File: src/diag_flags_cfg.svh
// constants for the alarm and warning flag block
`ifndef DIAG_FLAGS_CFG_SVH
`define DIAG_FLAGS_CFG_SVH
`define DF_IDX_ALARM_0   8'h00
`define DF_IDX_ALARM_1   8'h01
`define DF_IDX_WARN_0    8'h02
`define DF_IDX_WARN_1    8'h03
`define DF_IDX_VCFG_0    8'h04
`define DF_IDX_VCFG_4    8'h05
`define DF_IDX_PIN_STAT  8'h06
`define DF_IDX_PIN_CTRL  8'h07
`define DF_RST_BIT       7
`define DF_CLR_MODE_HI   7
`define DF_CLR_MODE_LO   4
`define DF_RX_HI_BIT     7
`define DF_RX_LO_BIT     6
`define DF_FLAGS_RESET   8'h00
`define DF_VCFG_RESET    8'h00
`define DF_CTRL_RESET    8'h00
`endif

File: src/diag_flags_pkg.sv
// types for the alarm and warning flag block
package diag_flags_pkg;
  typedef logic [7:0] byte_type;
  // measurement order: temperature, supply, bias, tx power, rx power
  typedef enum logic [2:0] {
    CH_TEMP   = 3'h0,
    CH_SUPPLY = 3'h1,
    CH_BIAS   = 3'h2,
    CH_TXPWR  = 3'h3,
    CH_RXPWR  = 3'h4
  } channel_type;
endpackage

File: src/diag_alarm_warning_flags.sv
// sticky alarm and warning flags with pin status and warm reset
`timescale 1ns/1ps
`include "diag_flags_cfg.svh"

module diag_alarm_warning_flags
  import diag_flags_pkg::*;
#(
  parameter int MEAS_W = 16
) (
  input  wire logic              i_clk_sys,
  input  wire logic              i_sys_rst,
  // register port
  input  wire logic [7:0]        i_reg_addr,
  input  wire logic              i_reg_wr,
  input  wire logic              i_reg_rd,
  input  wire logic [7:0]        i_reg_wdata,
  output logic      [7:0]        o_reg_rdata,
  // averaged measurements from the converter
  input  wire logic              i_meas_valid,
  input  wire logic [2:0]        i_meas_channel,
  input  wire logic [MEAS_W-1:0] i_meas_value,
  output logic                   o_conv_abort,
  output logic      [MEAS_W-1:0] o_temp_result,
  output logic      [MEAS_W-1:0] o_supply_voltage_result,
  output logic      [MEAS_W-1:0] o_laser_bias_result,
  output logic      [MEAS_W-1:0] o_transmit_power_result,
  output logic      [MEAS_W-1:0] o_receive_power_result,
  // thresholds, index = channel
  input  wire logic [MEAS_W-1:0] i_alarm_hi_limit [5],
  input  wire logic [MEAS_W-1:0] i_alarm_lo_limit [5],
  input  wire logic [MEAS_W-1:0] i_warn_hi_limit  [5],
  input  wire logic [MEAS_W-1:0] i_warn_lo_limit  [5],
  // transmit disable level
  input  wire logic              i_transmit_disable,
  // internal requests for the open-drain pins
  input  wire logic              i_fault_req,
  input  wire logic              i_los_req,
  // open-drain pins: order transmit_fault, loss_of_signal,
  // rx_rate_select_out, tx_rate_select_out, aux_general_output, general_output
  input  wire logic [5:0]        i_pin_level,
  output logic      [5:0]        o_pin_out,
  output logic      [5:0]        o_pin_oe_n,
  output logic                   o_warm_reset
);

  // ****************************************
  // state
  // ****************************************
  byte_type    alarm_0_reg, alarm_1_reg, warn_0_reg, warn_1_reg;
  byte_type    alarm_0_next, alarm_1_next, warn_0_next, warn_1_next;
  byte_type    vcfg_0_reg, vcfg_4_reg, ctrl_reg;
  logic [MEAS_W-1:0] result_reg [5];
  logic        warm_rst_reg;
  logic        txdis_d_reg;

  // ****************************************
  // decode
  // ****************************************
  wire soft_rst   = warm_rst_reg;
  wire rd_alarm_0 = i_reg_rd && i_reg_addr == `DF_IDX_ALARM_0;
  wire rd_alarm_1 = i_reg_rd && i_reg_addr == `DF_IDX_ALARM_1;
  wire rd_warn_0  = i_reg_rd && i_reg_addr == `DF_IDX_WARN_0;
  wire rd_warn_1  = i_reg_rd && i_reg_addr == `DF_IDX_WARN_1;
  wire wr_vcfg_0  = i_reg_wr && i_reg_addr == `DF_IDX_VCFG_0;
  wire wr_vcfg_4  = i_reg_wr && i_reg_addr == `DF_IDX_VCFG_4;
  wire wr_ctrl    = i_reg_wr && i_reg_addr == `DF_IDX_PIN_CTRL;
  // only clear mode zero is defined; other modes keep bits until transmit disable is released or reset
  wire clr_on_read = vcfg_4_reg[`DF_CLR_MODE_HI:`DF_CLR_MODE_LO] == 4'h0;
  wire txdis_fall = txdis_d_reg && !i_transmit_disable;

  // ****************************************
  // comparisons
  // ****************************************
  logic [4:0] a_hi, a_lo, w_hi, w_lo;
  genvar g;
  generate
    for (g = 0; g < 5; g++) begin : g_cmp
      logic [MEAS_W-1:0] v, ah, al, wh, wl;
      // temperature uses the whole-degree byte only
      if (g == 0) begin : g_temp
        assign v  = {{(MEAS_W-8){1'b0}}, i_meas_value[MEAS_W-1 -: 8]};
        assign ah = {{(MEAS_W-8){1'b0}}, i_alarm_hi_limit[g][MEAS_W-1 -: 8]};
        assign al = {{(MEAS_W-8){1'b0}}, i_alarm_lo_limit[g][MEAS_W-1 -: 8]};
        assign wh = {{(MEAS_W-8){1'b0}}, i_warn_hi_limit[g][MEAS_W-1 -: 8]};
        assign wl = {{(MEAS_W-8){1'b0}}, i_warn_lo_limit[g][MEAS_W-1 -: 8]};
      end else begin : g_other
        assign v  = i_meas_value;
        assign ah = i_alarm_hi_limit[g];
        assign al = i_alarm_lo_limit[g];
        assign wh = i_warn_hi_limit[g];
        assign wl = i_warn_lo_limit[g];
      end
      // strict compares; not gated by transmit disable
      wire sel = i_meas_valid && !soft_rst && i_meas_channel == 3'(g);
      assign a_hi[g] = sel && (v > ah);
      assign a_lo[g] = sel && (v < al);
      assign w_hi[g] = sel && (v > wh);
      assign w_lo[g] = sel && (v < wl);
    end
  endgenerate

  wire [7:0] ev_alarm_0 = {a_hi[0], a_lo[0], a_hi[1], a_lo[1],
                           a_hi[2], a_lo[2], a_hi[3], a_lo[3]};
  wire [7:0] ev_warn_0  = {w_hi[0], w_lo[0], w_hi[1], w_lo[1],
                           w_hi[2], w_lo[2], w_hi[3], w_lo[3]};
  // receive power pair in bits 7 and 6
  wire [7:0] ev_alarm_1 = {a_hi[4], a_lo[4], 6'h00};
  wire [7:0] ev_warn_1  = {w_hi[4], w_lo[4], 6'h00};

  // per-register clear requests
  // clears come in as arguments so a lone release edge still re-evaluates the next value
  wire clr_alarm_0 = txdis_fall || (rd_alarm_0 && clr_on_read);
  wire clr_alarm_1 = txdis_fall || (rd_alarm_1 && clr_on_read);
  wire clr_warn_0  = txdis_fall || (rd_warn_0 && clr_on_read);
  wire clr_warn_1  = txdis_fall || (rd_warn_1 && clr_on_read);

  function automatic byte_type flag_upd(byte_type cur, byte_type ev, logic clr);
    byte_type held;
    held = clr ? `DF_FLAGS_RESET : cur;
    return held | ev;
  endfunction

  assign alarm_0_next = flag_upd(alarm_0_reg, ev_alarm_0, clr_alarm_0);
  assign alarm_1_next = flag_upd(alarm_1_reg, ev_alarm_1, clr_alarm_1);
  assign warn_0_next  = flag_upd(warn_0_reg,  ev_warn_0,  clr_warn_0);
  assign warn_1_next  = flag_upd(warn_1_reg,  ev_warn_1,  clr_warn_1);

  // ****************************************
  // registers
  // ****************************************
  // warm reset reloads every register default
  always_ff @(posedge i_clk_sys or posedge i_sys_rst) begin
    if (i_sys_rst) begin
      alarm_0_reg <= `DF_FLAGS_RESET;
      alarm_1_reg <= `DF_FLAGS_RESET;
      warn_0_reg  <= `DF_FLAGS_RESET;
      warn_1_reg  <= `DF_FLAGS_RESET;
      vcfg_0_reg  <= `DF_VCFG_RESET;
      vcfg_4_reg  <= `DF_VCFG_RESET;
      ctrl_reg    <= `DF_CTRL_RESET;
      txdis_d_reg <= 1'b0;
    end else if (soft_rst) begin
      alarm_0_reg <= `DF_FLAGS_RESET;
      alarm_1_reg <= `DF_FLAGS_RESET;
      warn_0_reg  <= `DF_FLAGS_RESET;
      warn_1_reg  <= `DF_FLAGS_RESET;
      vcfg_0_reg  <= `DF_VCFG_RESET;
      vcfg_4_reg  <= `DF_VCFG_RESET;
      ctrl_reg    <= `DF_CTRL_RESET;
      txdis_d_reg <= 1'b0;
    end else begin
      alarm_0_reg <= alarm_0_next;
      alarm_1_reg <= alarm_1_next;
      warn_0_reg  <= warn_0_next;
      warn_1_reg  <= warn_1_next;
      if (wr_vcfg_0) vcfg_0_reg <= i_reg_wdata;
      if (wr_vcfg_4) vcfg_4_reg <= i_reg_wdata;
      if (wr_ctrl)   ctrl_reg   <= i_reg_wdata;
      txdis_d_reg <= i_transmit_disable;
    end
  end

  // reset bit lives one cycle and clears itself
  always_ff @(posedge i_clk_sys or posedge i_sys_rst) begin
    if (i_sys_rst) warm_rst_reg <= 1'b0;
    else           warm_rst_reg <= !warm_rst_reg && wr_vcfg_0 && i_reg_wdata[`DF_RST_BIT];
  end

  // results update regardless of transmit disable
  // warm reset discards the in-flight value
  generate
    for (g = 0; g < 5; g++) begin : g_res
      always_ff @(posedge i_clk_sys or posedge i_sys_rst) begin
        if (i_sys_rst)      result_reg[g] <= '0;
        else if (soft_rst)  result_reg[g] <= '0;
        else if (i_meas_valid && i_meas_channel == 3'(g)) result_reg[g] <= i_meas_value;
      end
    end
  endgenerate

  assign o_conv_abort            = soft_rst;
  assign o_warm_reset            = soft_rst;
  assign o_temp_result           = result_reg[0];
  assign o_supply_voltage_result = result_reg[1];
  assign o_laser_bias_result     = result_reg[2];
  assign o_transmit_power_result = result_reg[3];
  assign o_receive_power_result  = result_reg[4];

  // ****************************************
  // pins
  // ****************************************
  // fault and loss released during warm reset
  wire [5:0] pin_assert = {i_fault_req && !soft_rst, i_los_req && !soft_rst, ctrl_reg[3:0]};
  // drive low only; external drivers may share the wire
  assign o_pin_out  = 6'h00;
  assign o_pin_oe_n = ~pin_assert;

  // ****************************************
  // read mux
  // ****************************************
  // status shows the sensed pin level
  wire [7:0] pin_stat = {2'b00, i_pin_level};
  always_comb begin
    unique case (i_reg_addr)
      `DF_IDX_ALARM_0:  o_reg_rdata = alarm_0_reg;
      `DF_IDX_ALARM_1:  o_reg_rdata = alarm_1_reg;
      `DF_IDX_WARN_0:   o_reg_rdata = warn_0_reg;
      `DF_IDX_WARN_1:   o_reg_rdata = warn_1_reg;
      `DF_IDX_VCFG_0:   o_reg_rdata = vcfg_0_reg;
      `DF_IDX_VCFG_4:   o_reg_rdata = vcfg_4_reg;
      `DF_IDX_PIN_STAT: o_reg_rdata = pin_stat;
      `DF_IDX_PIN_CTRL: o_reg_rdata = ctrl_reg;
      default:          o_reg_rdata = 8'h00;
    endcase
  end

  // ****************************************
  // checks
  // ****************************************
  // bias high alarm
  a_bias_high_set: assert property (@(posedge i_clk_sys) disable iff (i_sys_rst)
    (i_meas_valid && i_meas_channel == 3'h2 && !soft_rst && i_meas_value > i_alarm_hi_limit[2])
    |=> alarm_0_reg[3]) else $error("bias high alarm not set");

  a_temp_high_set: assert property (@(posedge i_clk_sys) disable iff (i_sys_rst)
    (i_meas_valid && i_meas_channel == 3'h0 && !soft_rst
     && i_meas_value[MEAS_W-1 -: 8] > i_alarm_hi_limit[0][MEAS_W-1 -: 8])
    |=> alarm_0_reg[7]) else $error("temperature high alarm not set");

  a_supply_low_warn: assert property (@(posedge i_clk_sys) disable iff (i_sys_rst)
    (i_meas_valid && i_meas_channel == 3'h1 && !soft_rst && i_meas_value < i_warn_lo_limit[1])
    |=> warn_0_reg[4]) else $error("supply low warning not set");

  a_equal_no_set: assert property (@(posedge i_clk_sys) disable iff (i_sys_rst)
    (i_meas_valid && i_meas_channel == 3'h3 && i_meas_value == i_warn_lo_limit[3]
     && !warn_0_reg[0] && !txdis_fall) |=> !warn_0_reg[0]) else $error("equal value set flag");

  a_temp_byte_only: assert property (@(posedge i_clk_sys) disable iff (i_sys_rst)
    (i_meas_valid && i_meas_channel == 3'h0 && !alarm_0_reg[7]
     && i_meas_value[MEAS_W-1 -: 8] == i_alarm_hi_limit[0][MEAS_W-1 -: 8])
    |=> !alarm_0_reg[7]) else $error("temperature low byte used");

  a_rx_low_set: assert property (@(posedge i_clk_sys) disable iff (i_sys_rst)
    (i_meas_valid && i_meas_channel == 3'h4 && !soft_rst && i_meas_value < i_warn_lo_limit[4])
    |=> warn_1_reg[`DF_RX_LO_BIT]) else $error("rx low warning not set");

  a_rx_high_set: assert property (@(posedge i_clk_sys) disable iff (i_sys_rst)
    (i_meas_valid && i_meas_channel == 3'h4 && !soft_rst && i_meas_value > i_alarm_hi_limit[4])
    |=> alarm_1_reg[`DF_RX_HI_BIT]) else $error("rx high alarm not set");

  a_warn_unmasked: assert property (@(posedge i_clk_sys) disable iff (i_sys_rst)
    ev_warn_0 != 8'h00 |=> (warn_0_reg & $past(ev_warn_0)) == $past(ev_warn_0))
    else $error("warning event masked");

  a_read_clears: assert property (@(posedge i_clk_sys) disable iff (i_sys_rst)
    (rd_warn_0 && clr_on_read && ev_warn_0 == 8'h00 && !soft_rst) |=> warn_0_reg == 8'h00)
    else $error("read did not clear");

  a_sticky_hold: assert property (@(posedge i_clk_sys) disable iff (i_sys_rst)
    (!rd_alarm_1 && !txdis_fall && !soft_rst)
    |=> (alarm_1_reg & $past(alarm_1_reg)) == $past(alarm_1_reg))
    else $error("alarm bit dropped without a clear");

  a_set_beats_read: assert property (@(posedge i_clk_sys) disable iff (i_sys_rst)
    (rd_alarm_0 && ev_alarm_0 != 8'h00)
    |=> (alarm_0_reg & $past(ev_alarm_0)) == $past(ev_alarm_0)) else $error("event lost");

  a_result_tracks: assert property (@(posedge i_clk_sys) disable iff (i_sys_rst)
    (i_meas_valid && i_meas_channel == 3'h3 && !soft_rst)
    |=> o_transmit_power_result == $past(i_meas_value)) else $error("result not updated");

  a_txdis_events: assert property (@(posedge i_clk_sys) disable iff (i_sys_rst)
    (i_transmit_disable && ev_alarm_0 != 8'h00)
    |=> (alarm_0_reg & $past(ev_alarm_0)) == $past(ev_alarm_0))
    else $error("event lost while disabled");

  a_txdis_release: assert property (@(posedge i_clk_sys) disable iff (i_sys_rst)
    (txdis_fall && ev_alarm_1 == 8'h00 && ev_warn_1 == 8'h00) |=> alarm_1_reg == 8'h00
    && warn_1_reg == 8'h00) else $error("release did not clear");

  a_warm_start: assert property (@(posedge i_clk_sys) disable iff (i_sys_rst)
    (wr_vcfg_0 && i_reg_wdata[`DF_RST_BIT] && !soft_rst) |=> soft_rst)
    else $error("warm reset not started");

  a_warm_defaults: assert property (@(posedge i_clk_sys) disable iff (i_sys_rst)
    soft_rst |=> alarm_0_reg == 8'h00 && vcfg_4_reg == 8'h00 && ctrl_reg == 8'h00
    && result_reg[0] == '0) else $error("warm reset left state");

  a_results_dropped: assert property (@(posedge i_clk_sys) disable iff (i_sys_rst)
    soft_rst |=> o_transmit_power_result == '0 && o_receive_power_result == '0
    && o_supply_voltage_result == '0) else $error("result kept through warm reset");

  a_rst_self_clear: assert property (@(posedge i_clk_sys) disable iff (i_sys_rst)
    soft_rst |=> !soft_rst) else $error("reset bit stuck");

  a_pins_released: assert property (@(posedge i_clk_sys) disable iff (i_sys_rst)
    soft_rst |-> o_pin_oe_n[5] && o_pin_oe_n[4]) else $error("pins driven in reset");

  a_stat_level: assert property (@(posedge i_clk_sys) disable iff (i_sys_rst)
    i_reg_addr == `DF_IDX_PIN_STAT |-> o_reg_rdata[5:0] == i_pin_level)
    else $error("status not pin level");

endmodule

File: config.mk
export PLATFORM = sky130hd
export DESIGN_NAME = diag_alarm_warning_flags
export DESIGN_NICKNAME = d
export VERILOG_FILES = /design/src/diag_flags_pkg.sv /design/src/diag_alarm_warning_flags.sv
export VERILOG_INCLUDE_DIRS = /design/src
export SDC_FILE = /design/constraint.sdc
export NUM_CORES = 1
export LEC_CHECK = 0
export ABC_CLOCK_PERIOD_IN_PS = 10600
export BUFFER_PORTS_ARGS = -buffer_cell sky130_fd_sc_hd__buf_2
export CAP_MARGIN = 40
export CELL_PAD_IN_SITES_DETAIL_PLACEMENT = 2
export CELL_PAD_IN_SITES_GLOBAL_PLACEMENT = 2
export CORE_MARGIN = 8
export CORE_UTILIZATION = 31
export DETAILED_ROUTE_END_ITERATION = 12
export GPL_ROUTABILITY_DRIVEN = 0
export PLACE_DENSITY = 0.87
export SLEW_MARGIN = 10
export SYNTH_ARGS = -nofsm -noshare
export SYNTH_HDL_FRONTEND = slang
export SYNTH_SLANG_ARGS = --single-unit
File: constraint.sdc
create_clock -name i_clk_sys -period 10.6 [get_ports i_clk_sys]
set_input_delay 0 -clock i_clk_sys [delete_from_list [all_inputs] [get_ports i_clk_sys]]
set_output_delay 0 -clock i_clk_sys [all_outputs]
set_load 0.01 [all_outputs]
Word level (Yosys, flattened, before mapping)

Cells that the tools add are included.

$lt $le $gt $ge: 20
Equality and inequality tests: 11
Multiplexer cells: 26
Bitwise operators: 5
Reductions and logical operators: 64

Operator list:

| kind               | count |
|---|---|
| $mux 16            | 10 |
| $gt 16x16->1       | 8 |
| $lt 16x16->1       | 8 |
| $mux 8             | 14 |
| $pmux 8 s8         | 1 |
| $logic_and 1x1->1  | 47 |
| $eq 8x3->1 const B | 4 |
| $or 8x8->8         | 4 |
| $eq 8x2->1 const B | 2 |
| $gt 8x8->1         | 2 |
| $lt 8x8->1         | 2 |
| $reduce_bool 2->1  | 8 |
| $eq 8x1->1 const B | 1 |
| $logic_not 8->1    | 1 |
| $eq 3x2->1 const B | 2 |
| $not 6->6          | 1 |
| $logic_not 4->1    | 1 |
| $logic_or 1x1->1   | 4 |
| $eq 3x1->1 const B | 1 |
| $eq 3x3->1 const B | 1 |
| $logic_not 3->1    | 1 |
| $logic_not 1->1    | 2 |
| $mux 1             | 1 |

Flip-flop bits (word level): 138
Input port bits: 369
Output and inout bits: 102
Logic and storage cells: 140

Depth between registers and ports, before layout

Depth after elaboration: 7
Depth in mapped cells: 8
Depth with buffers taken out: 7

Least setup slack after synthesis

Ideal clock, no wire load.

Path kind: reg2reg
Start: register warm_rst_reg, in the netlist o_conv_abort
End: register alarm_0_reg[7]
Setup time: 87 ps
Data arrival time: 1612 ps
Data required time: 10513 ps
Slack: 8901 ps
Cell stages (with the launch flop): 7
Buffers on the path: 1
Clock period less this slack: 1699 ps
Cells stage by stage: dfrtp_1 nor3b_1 and2_1 clkbuf_1 o21ai_0 a211o_1 o211ai_1

Longest elaborated chain between the ends: 6

Ends and longest elaborated chain:

| item                           | RTL line                        | RTL |
|---|---|---|
| from (decl)                    | diag_alarm_warning_flags.sv:53  | `logic warm_rst_reg;` |
| from (signal assigned)         | diag_alarm_warning_flags.sv:166 | `` else warm_rst_reg <= !warm_rst_reg && wr_vcfg_0 && i_reg_wdata[`DF_RST_BIT]; `` |
| $logic_not 1->1                | diag_alarm_warning_flags.sv:94  | `wire sel = i_meas_valid && !soft_rst && i_meas_channel == 3'(g);` |
| $logic_and 1x1->1 (2 in a row) | diag_alarm_warning_flags.sv:94  |  |
| $logic_and 1x1->1              | diag_alarm_warning_flags.sv:95  | `assign a_hi[g] = sel && (v > ah);` |
| $or 8x8->8                     | diag_alarm_warning_flags.sv:120 | `return held \| ev;` |
| $mux 8 *                       | diag_alarm_warning_flags.sv:142 | `end else if (soft_rst) begin` |
| to (signal assigned)           | diag_alarm_warning_flags.sv:134 | `` alarm_0_reg <= `DF_FLAGS_RESET; `` |
| to (signal assigned)           | diag_alarm_warning_flags.sv:143 | `` alarm_0_reg <= `DF_FLAGS_RESET; `` |
| to (signal assigned)           | diag_alarm_warning_flags.sv:152 | `alarm_0_reg <= alarm_0_next;` |
| to (decl)                      | diag_alarm_warning_flags.sv:49  | `byte_type alarm_0_reg, alarm_1_reg, warn_0_reg, warn_1_reg;` |

Every way passes the cells marked *; elsewhere a longest branch is shown, timed or not.
A chain may end at the register's enable or synchronous reset.

Final worst setup path

Ends and elaborated chain as after synthesis.

==> impl_results.md <==
- Number of standard-cell rows in the floorplan: 72
- Worst Hold Margin: 0.0514 ns
- DIE WIDTH: 214 um
- Antenna violations before repair: 21
- Setup TNS: 0 ns
- Area of all placed cells without fillers: 15800 um^2
- Headroom to the max-slew limit: 40.4%
- Number of cells produced by synthesis: ~1400
- Maximum count of clock buffers along a single path: 2
- Port Buf Inserts: approximately 430
- Clock insertion delay at the later pin of the skew report: between 0.4 and 0.5 ns
- Die height: between 200 and 250 um
- Via count: 13000
- Via count of the first global-routing pass: 15400
- Final Hold Vio Count: 0
- Total design power: 1900 uW
- DR vias/cell: 5.46
- Worst slew pin tran: 0.894 ns
- Synth Register Bits: 126
- Average routed wire per standard cell: 26.3 um
- Final Setup Violations: 0
- Largest net degree at the start of global routing: 75
- Number of library cell types mapped by synthesis: 57
- Adder-Cell Fraction of Synth Area: 28.6%
- Total congestion overflow after global routing: 0
- Most instantiated library cell after synthesis: sky130_fd_sc_hd__inv_1
- Share of cells above drive strength 1: 26.9%
- Synthesis Warnings: 0
- Global-route wire length before repair: a little over 90000 um
- Most numerous cell types in the synthesized netlist: sky130_fd_sc_hd__inv_1, sky130_fd_sc_hd__ha_1, sky130_fd_sc_hd__dfrtp_1
- Cell types occupying the most area after synthesis: sky130_fd_sc_hd__ha_1, sky130_fd_sc_hd__dfrtp_1, sky130_fd_sc_hd__inv_1
- Routed Antenna Nets: 0
- Sink count of the clock tree: ~130
- Number of optimization iterations in the first detailed-route pass: 5
- CTS root buffer: sky130_fd_sc_hd__clkbuf_16
- Tcrit/Tclk final: 25.4%
- Static power due to leakage: ~0.0091 uW
- Worst IR drop on VDD: 105 uV
- Initial standard-cell utilization of the core: 31.5%
- Start-to-end type of the worst setup path: flip-flop to flip-flop
- Area fraction in compound gates after synthesis: between 10% and 20%
- Mux contribution to synthesized area: 3.31%
- Total of max-cap violations: 0
- Clock period minus final worst setup slack: 2.69 ns
- RSZ-0062 raised after global routing: false
- Number of buffers created by CTS: 17
- Number of enable flip-flop cells after synthesis: 0
- Setup Slack @ Placement: ~7.9 ns
- Kind of path behind the tightest hold check: input pin to flip-flop
- Die Area: 45800 um^2
- Top cell type's share of synthesized area: between 20% and 30%
- Achievable Freq: 372 MHz
- Post-CTS Setup Bufs: 0
- Ys async rst share: 100%
- Number of max-slew violations in the final report: 0
- Initial detailed-routing violation count: about 540
- Dominant combinational cell family by area after synthesis: adder cells
- Number of DRC violations after detailed routing: 0
- Area of the mapped netlist: around 12000 um^2
- Nets: 2489
- Core area: between 30000 and 40000 um^2
- Post-detailed-routing wire length: 62800 um
- Portion of the post-synthesis area used by sequential elements: 25.9%
- Least setup slack across all paths after layout: 7.91 ns
- Simple logic cell fraction of the synthesized area: 12.0%
- Data required time of the worst path: about 11 ns
- XOR/XNOR Fraction of Synth Area: 0%
- I/O pin total: about 470
- Area growth from synthesis to final layout: 30.4%
- Crit Path Max Fanout: 43
- Post-DP HPWL: 47000 um
- Kind of launch point of the worst setup path: flip-flop
- P per Cell Area: approximately 120 nW/um^2
- Synth Area per Inst: 8.74 um^2
- Final setup skew: 0.0110 ns
- H-tree depth: 4
- Cell type contributing the most total cell area after synthesis: sky130_fd_sc_hd__ha_1
- Data arrival, critical path: 3.05 ns
- Clock slew seen by the registers of the worst setup and hold paths: about 0.060 ns
- CP Capture Type: flip-flop
- Flip-flop cell with the highest count after synthesis: sky130_fd_sc_hd__dfrtp_1
- Area of placed instances: between 15000 and 20000 um^2
- Result of the run: completed
- Tot GR Track Use: a little over a quarter
- TritonCTS clock tree: yes
==> layout by cell type (no fill, tap or decap), types with 7 or more instances in the layout <==
cell type,n
sky130_fd_sc_hd__mux2i_1,29
sky130_fd_sc_hd__o211ai_1,12
sky130_fd_sc_hd__dlygate4sd3_1,10
sky130_fd_sc_hd__inv_1,301
sky130_fd_sc_hd__o21ai_0,64
sky130_fd_sc_hd__ha_1,278
sky130_fd_sc_hd__nand4_1,48
sky130_fd_sc_hd__diode_2,13
sky130_fd_sc_hd__a21oi_1,102
sky130_fd_sc_hd__nand3_1,35
sky130_fd_sc_hd__clkbuf_16,17
sky130_fd_sc_hd__and4_1,10
sky130_fd_sc_hd__a21o_1,17
sky130_fd_sc_hd__dfrtp_1,126
sky130_fd_sc_hd__buf_2,432
sky130_fd_sc_hd__nand2b_1,13
sky130_fd_sc_hd__nor4_1,7
sky130_fd_sc_hd__a221oi_1,8
sky130_fd_sc_hd__a22o_1,86
sky130_fd_sc_hd__nor2_1,44
sky130_fd_sc_hd__a221o_1,7
sky130_fd_sc_hd__nand2_1,61
sky130_fd_sc_hd__buf_4,11
sky130_fd_sc_hd__a21boi_0,9
sky130_fd_sc_hd__nor2b_1,21
==> metrics by stage <==
stage	instances	util, %
4_1_cts	2372	40.9
2_1_floorplan	1396	-
3_3_place_gp	2321	38.6
3_5_place_dp	2330	38.9
6_report	2386	41.0
5_1_grt	2384	41.0
==> where the power goes <==
group / internal [uW] / switching [uW] / total [uW]
Combinational: 251 / 338 / 589
Sequential: 550 / 52.2 / 602
Clock: 460 / 248 / 708
Total: 1260 / 638 / 1900
==> critical path: stages, from the launching register on <==
cell and delay [ns]:
sky130_fd_sc_hd__dfrtp_1 0.37, sky130_fd_sc_hd__buf_4 0.29, sky130_fd_sc_hd__nor3b_1 0.55, sky130_fd_sc_hd__and2_1 0.67
sky130_fd_sc_hd__o21ai_0 0.27, sky130_fd_sc_hd__a211o_1 0.32, sky130_fd_sc_hd__o211ai_1 0.09
==> final timing paths <==
path / cells after the start / end / slack, ns / startpoint
worst max register to register: 6 / alarm_0_reg[7] / 7.91 / o_conv_abort
min in group asynchronous: 3 / ctrl_reg[4] / 0.25 / i_sys_rst
worst max-delay path: 6 / alarm_0_reg[7] / 7.91 / o_conv_abort
max in group asynchronous: 4 / o_supply_voltage_result[13] / 9.00 / i_sys_rst
worst min register to register: 2 / o_temp_result[0] / 0.48 / o_temp_result[0]
worst min-delay path: 3 / o_receive_power_result[8] / 0.05 / i_meas_channel[2]
==> kinds of logic (layout without fill, tap and decap cells) <==
family          after synthesis  after routing
fa+ha+maj                   278            278
compound gates              344            344
mux                          35             35
buf+inv                     338            797
other cells                   1             19
flops                       126            126
simple gates                269            269
==> what timing repair did <==
| item | CTS | global route |
|---|---|---|
| hold buffers | 10 | 0 |
| resized for setup | 0 | 0 |
| endpoints found under the hold margin | 99 | 0 |
==> cell type report <==
class / count / area [um^2]
Clock buffer: 22 / 474
Timing Repair Buffer: 463 / 2480
Clock inverter: 10 / 208
Antenna cell: 13 / 32.5
Sequential cell: 126 / 3150
Inverter: 302 / 1140
Tap cell: 518 / 648
Multi-Input combinational cell: 932 / 7720
Fill cell: 4417 / 22800
==> layer usage <==
layer / track usage (%) / vias to the layer above / wire length (um)
met5: 0 / - / 94
met4: 12.6 / 16 / 2810
met3: 6.60 / 191 / 3610
met2: 47.3 / 480 / 32000
met1: 28.7 / 6510 / 24300
li1: - / 5829 / -
Power figures use the tool's default switching activity.
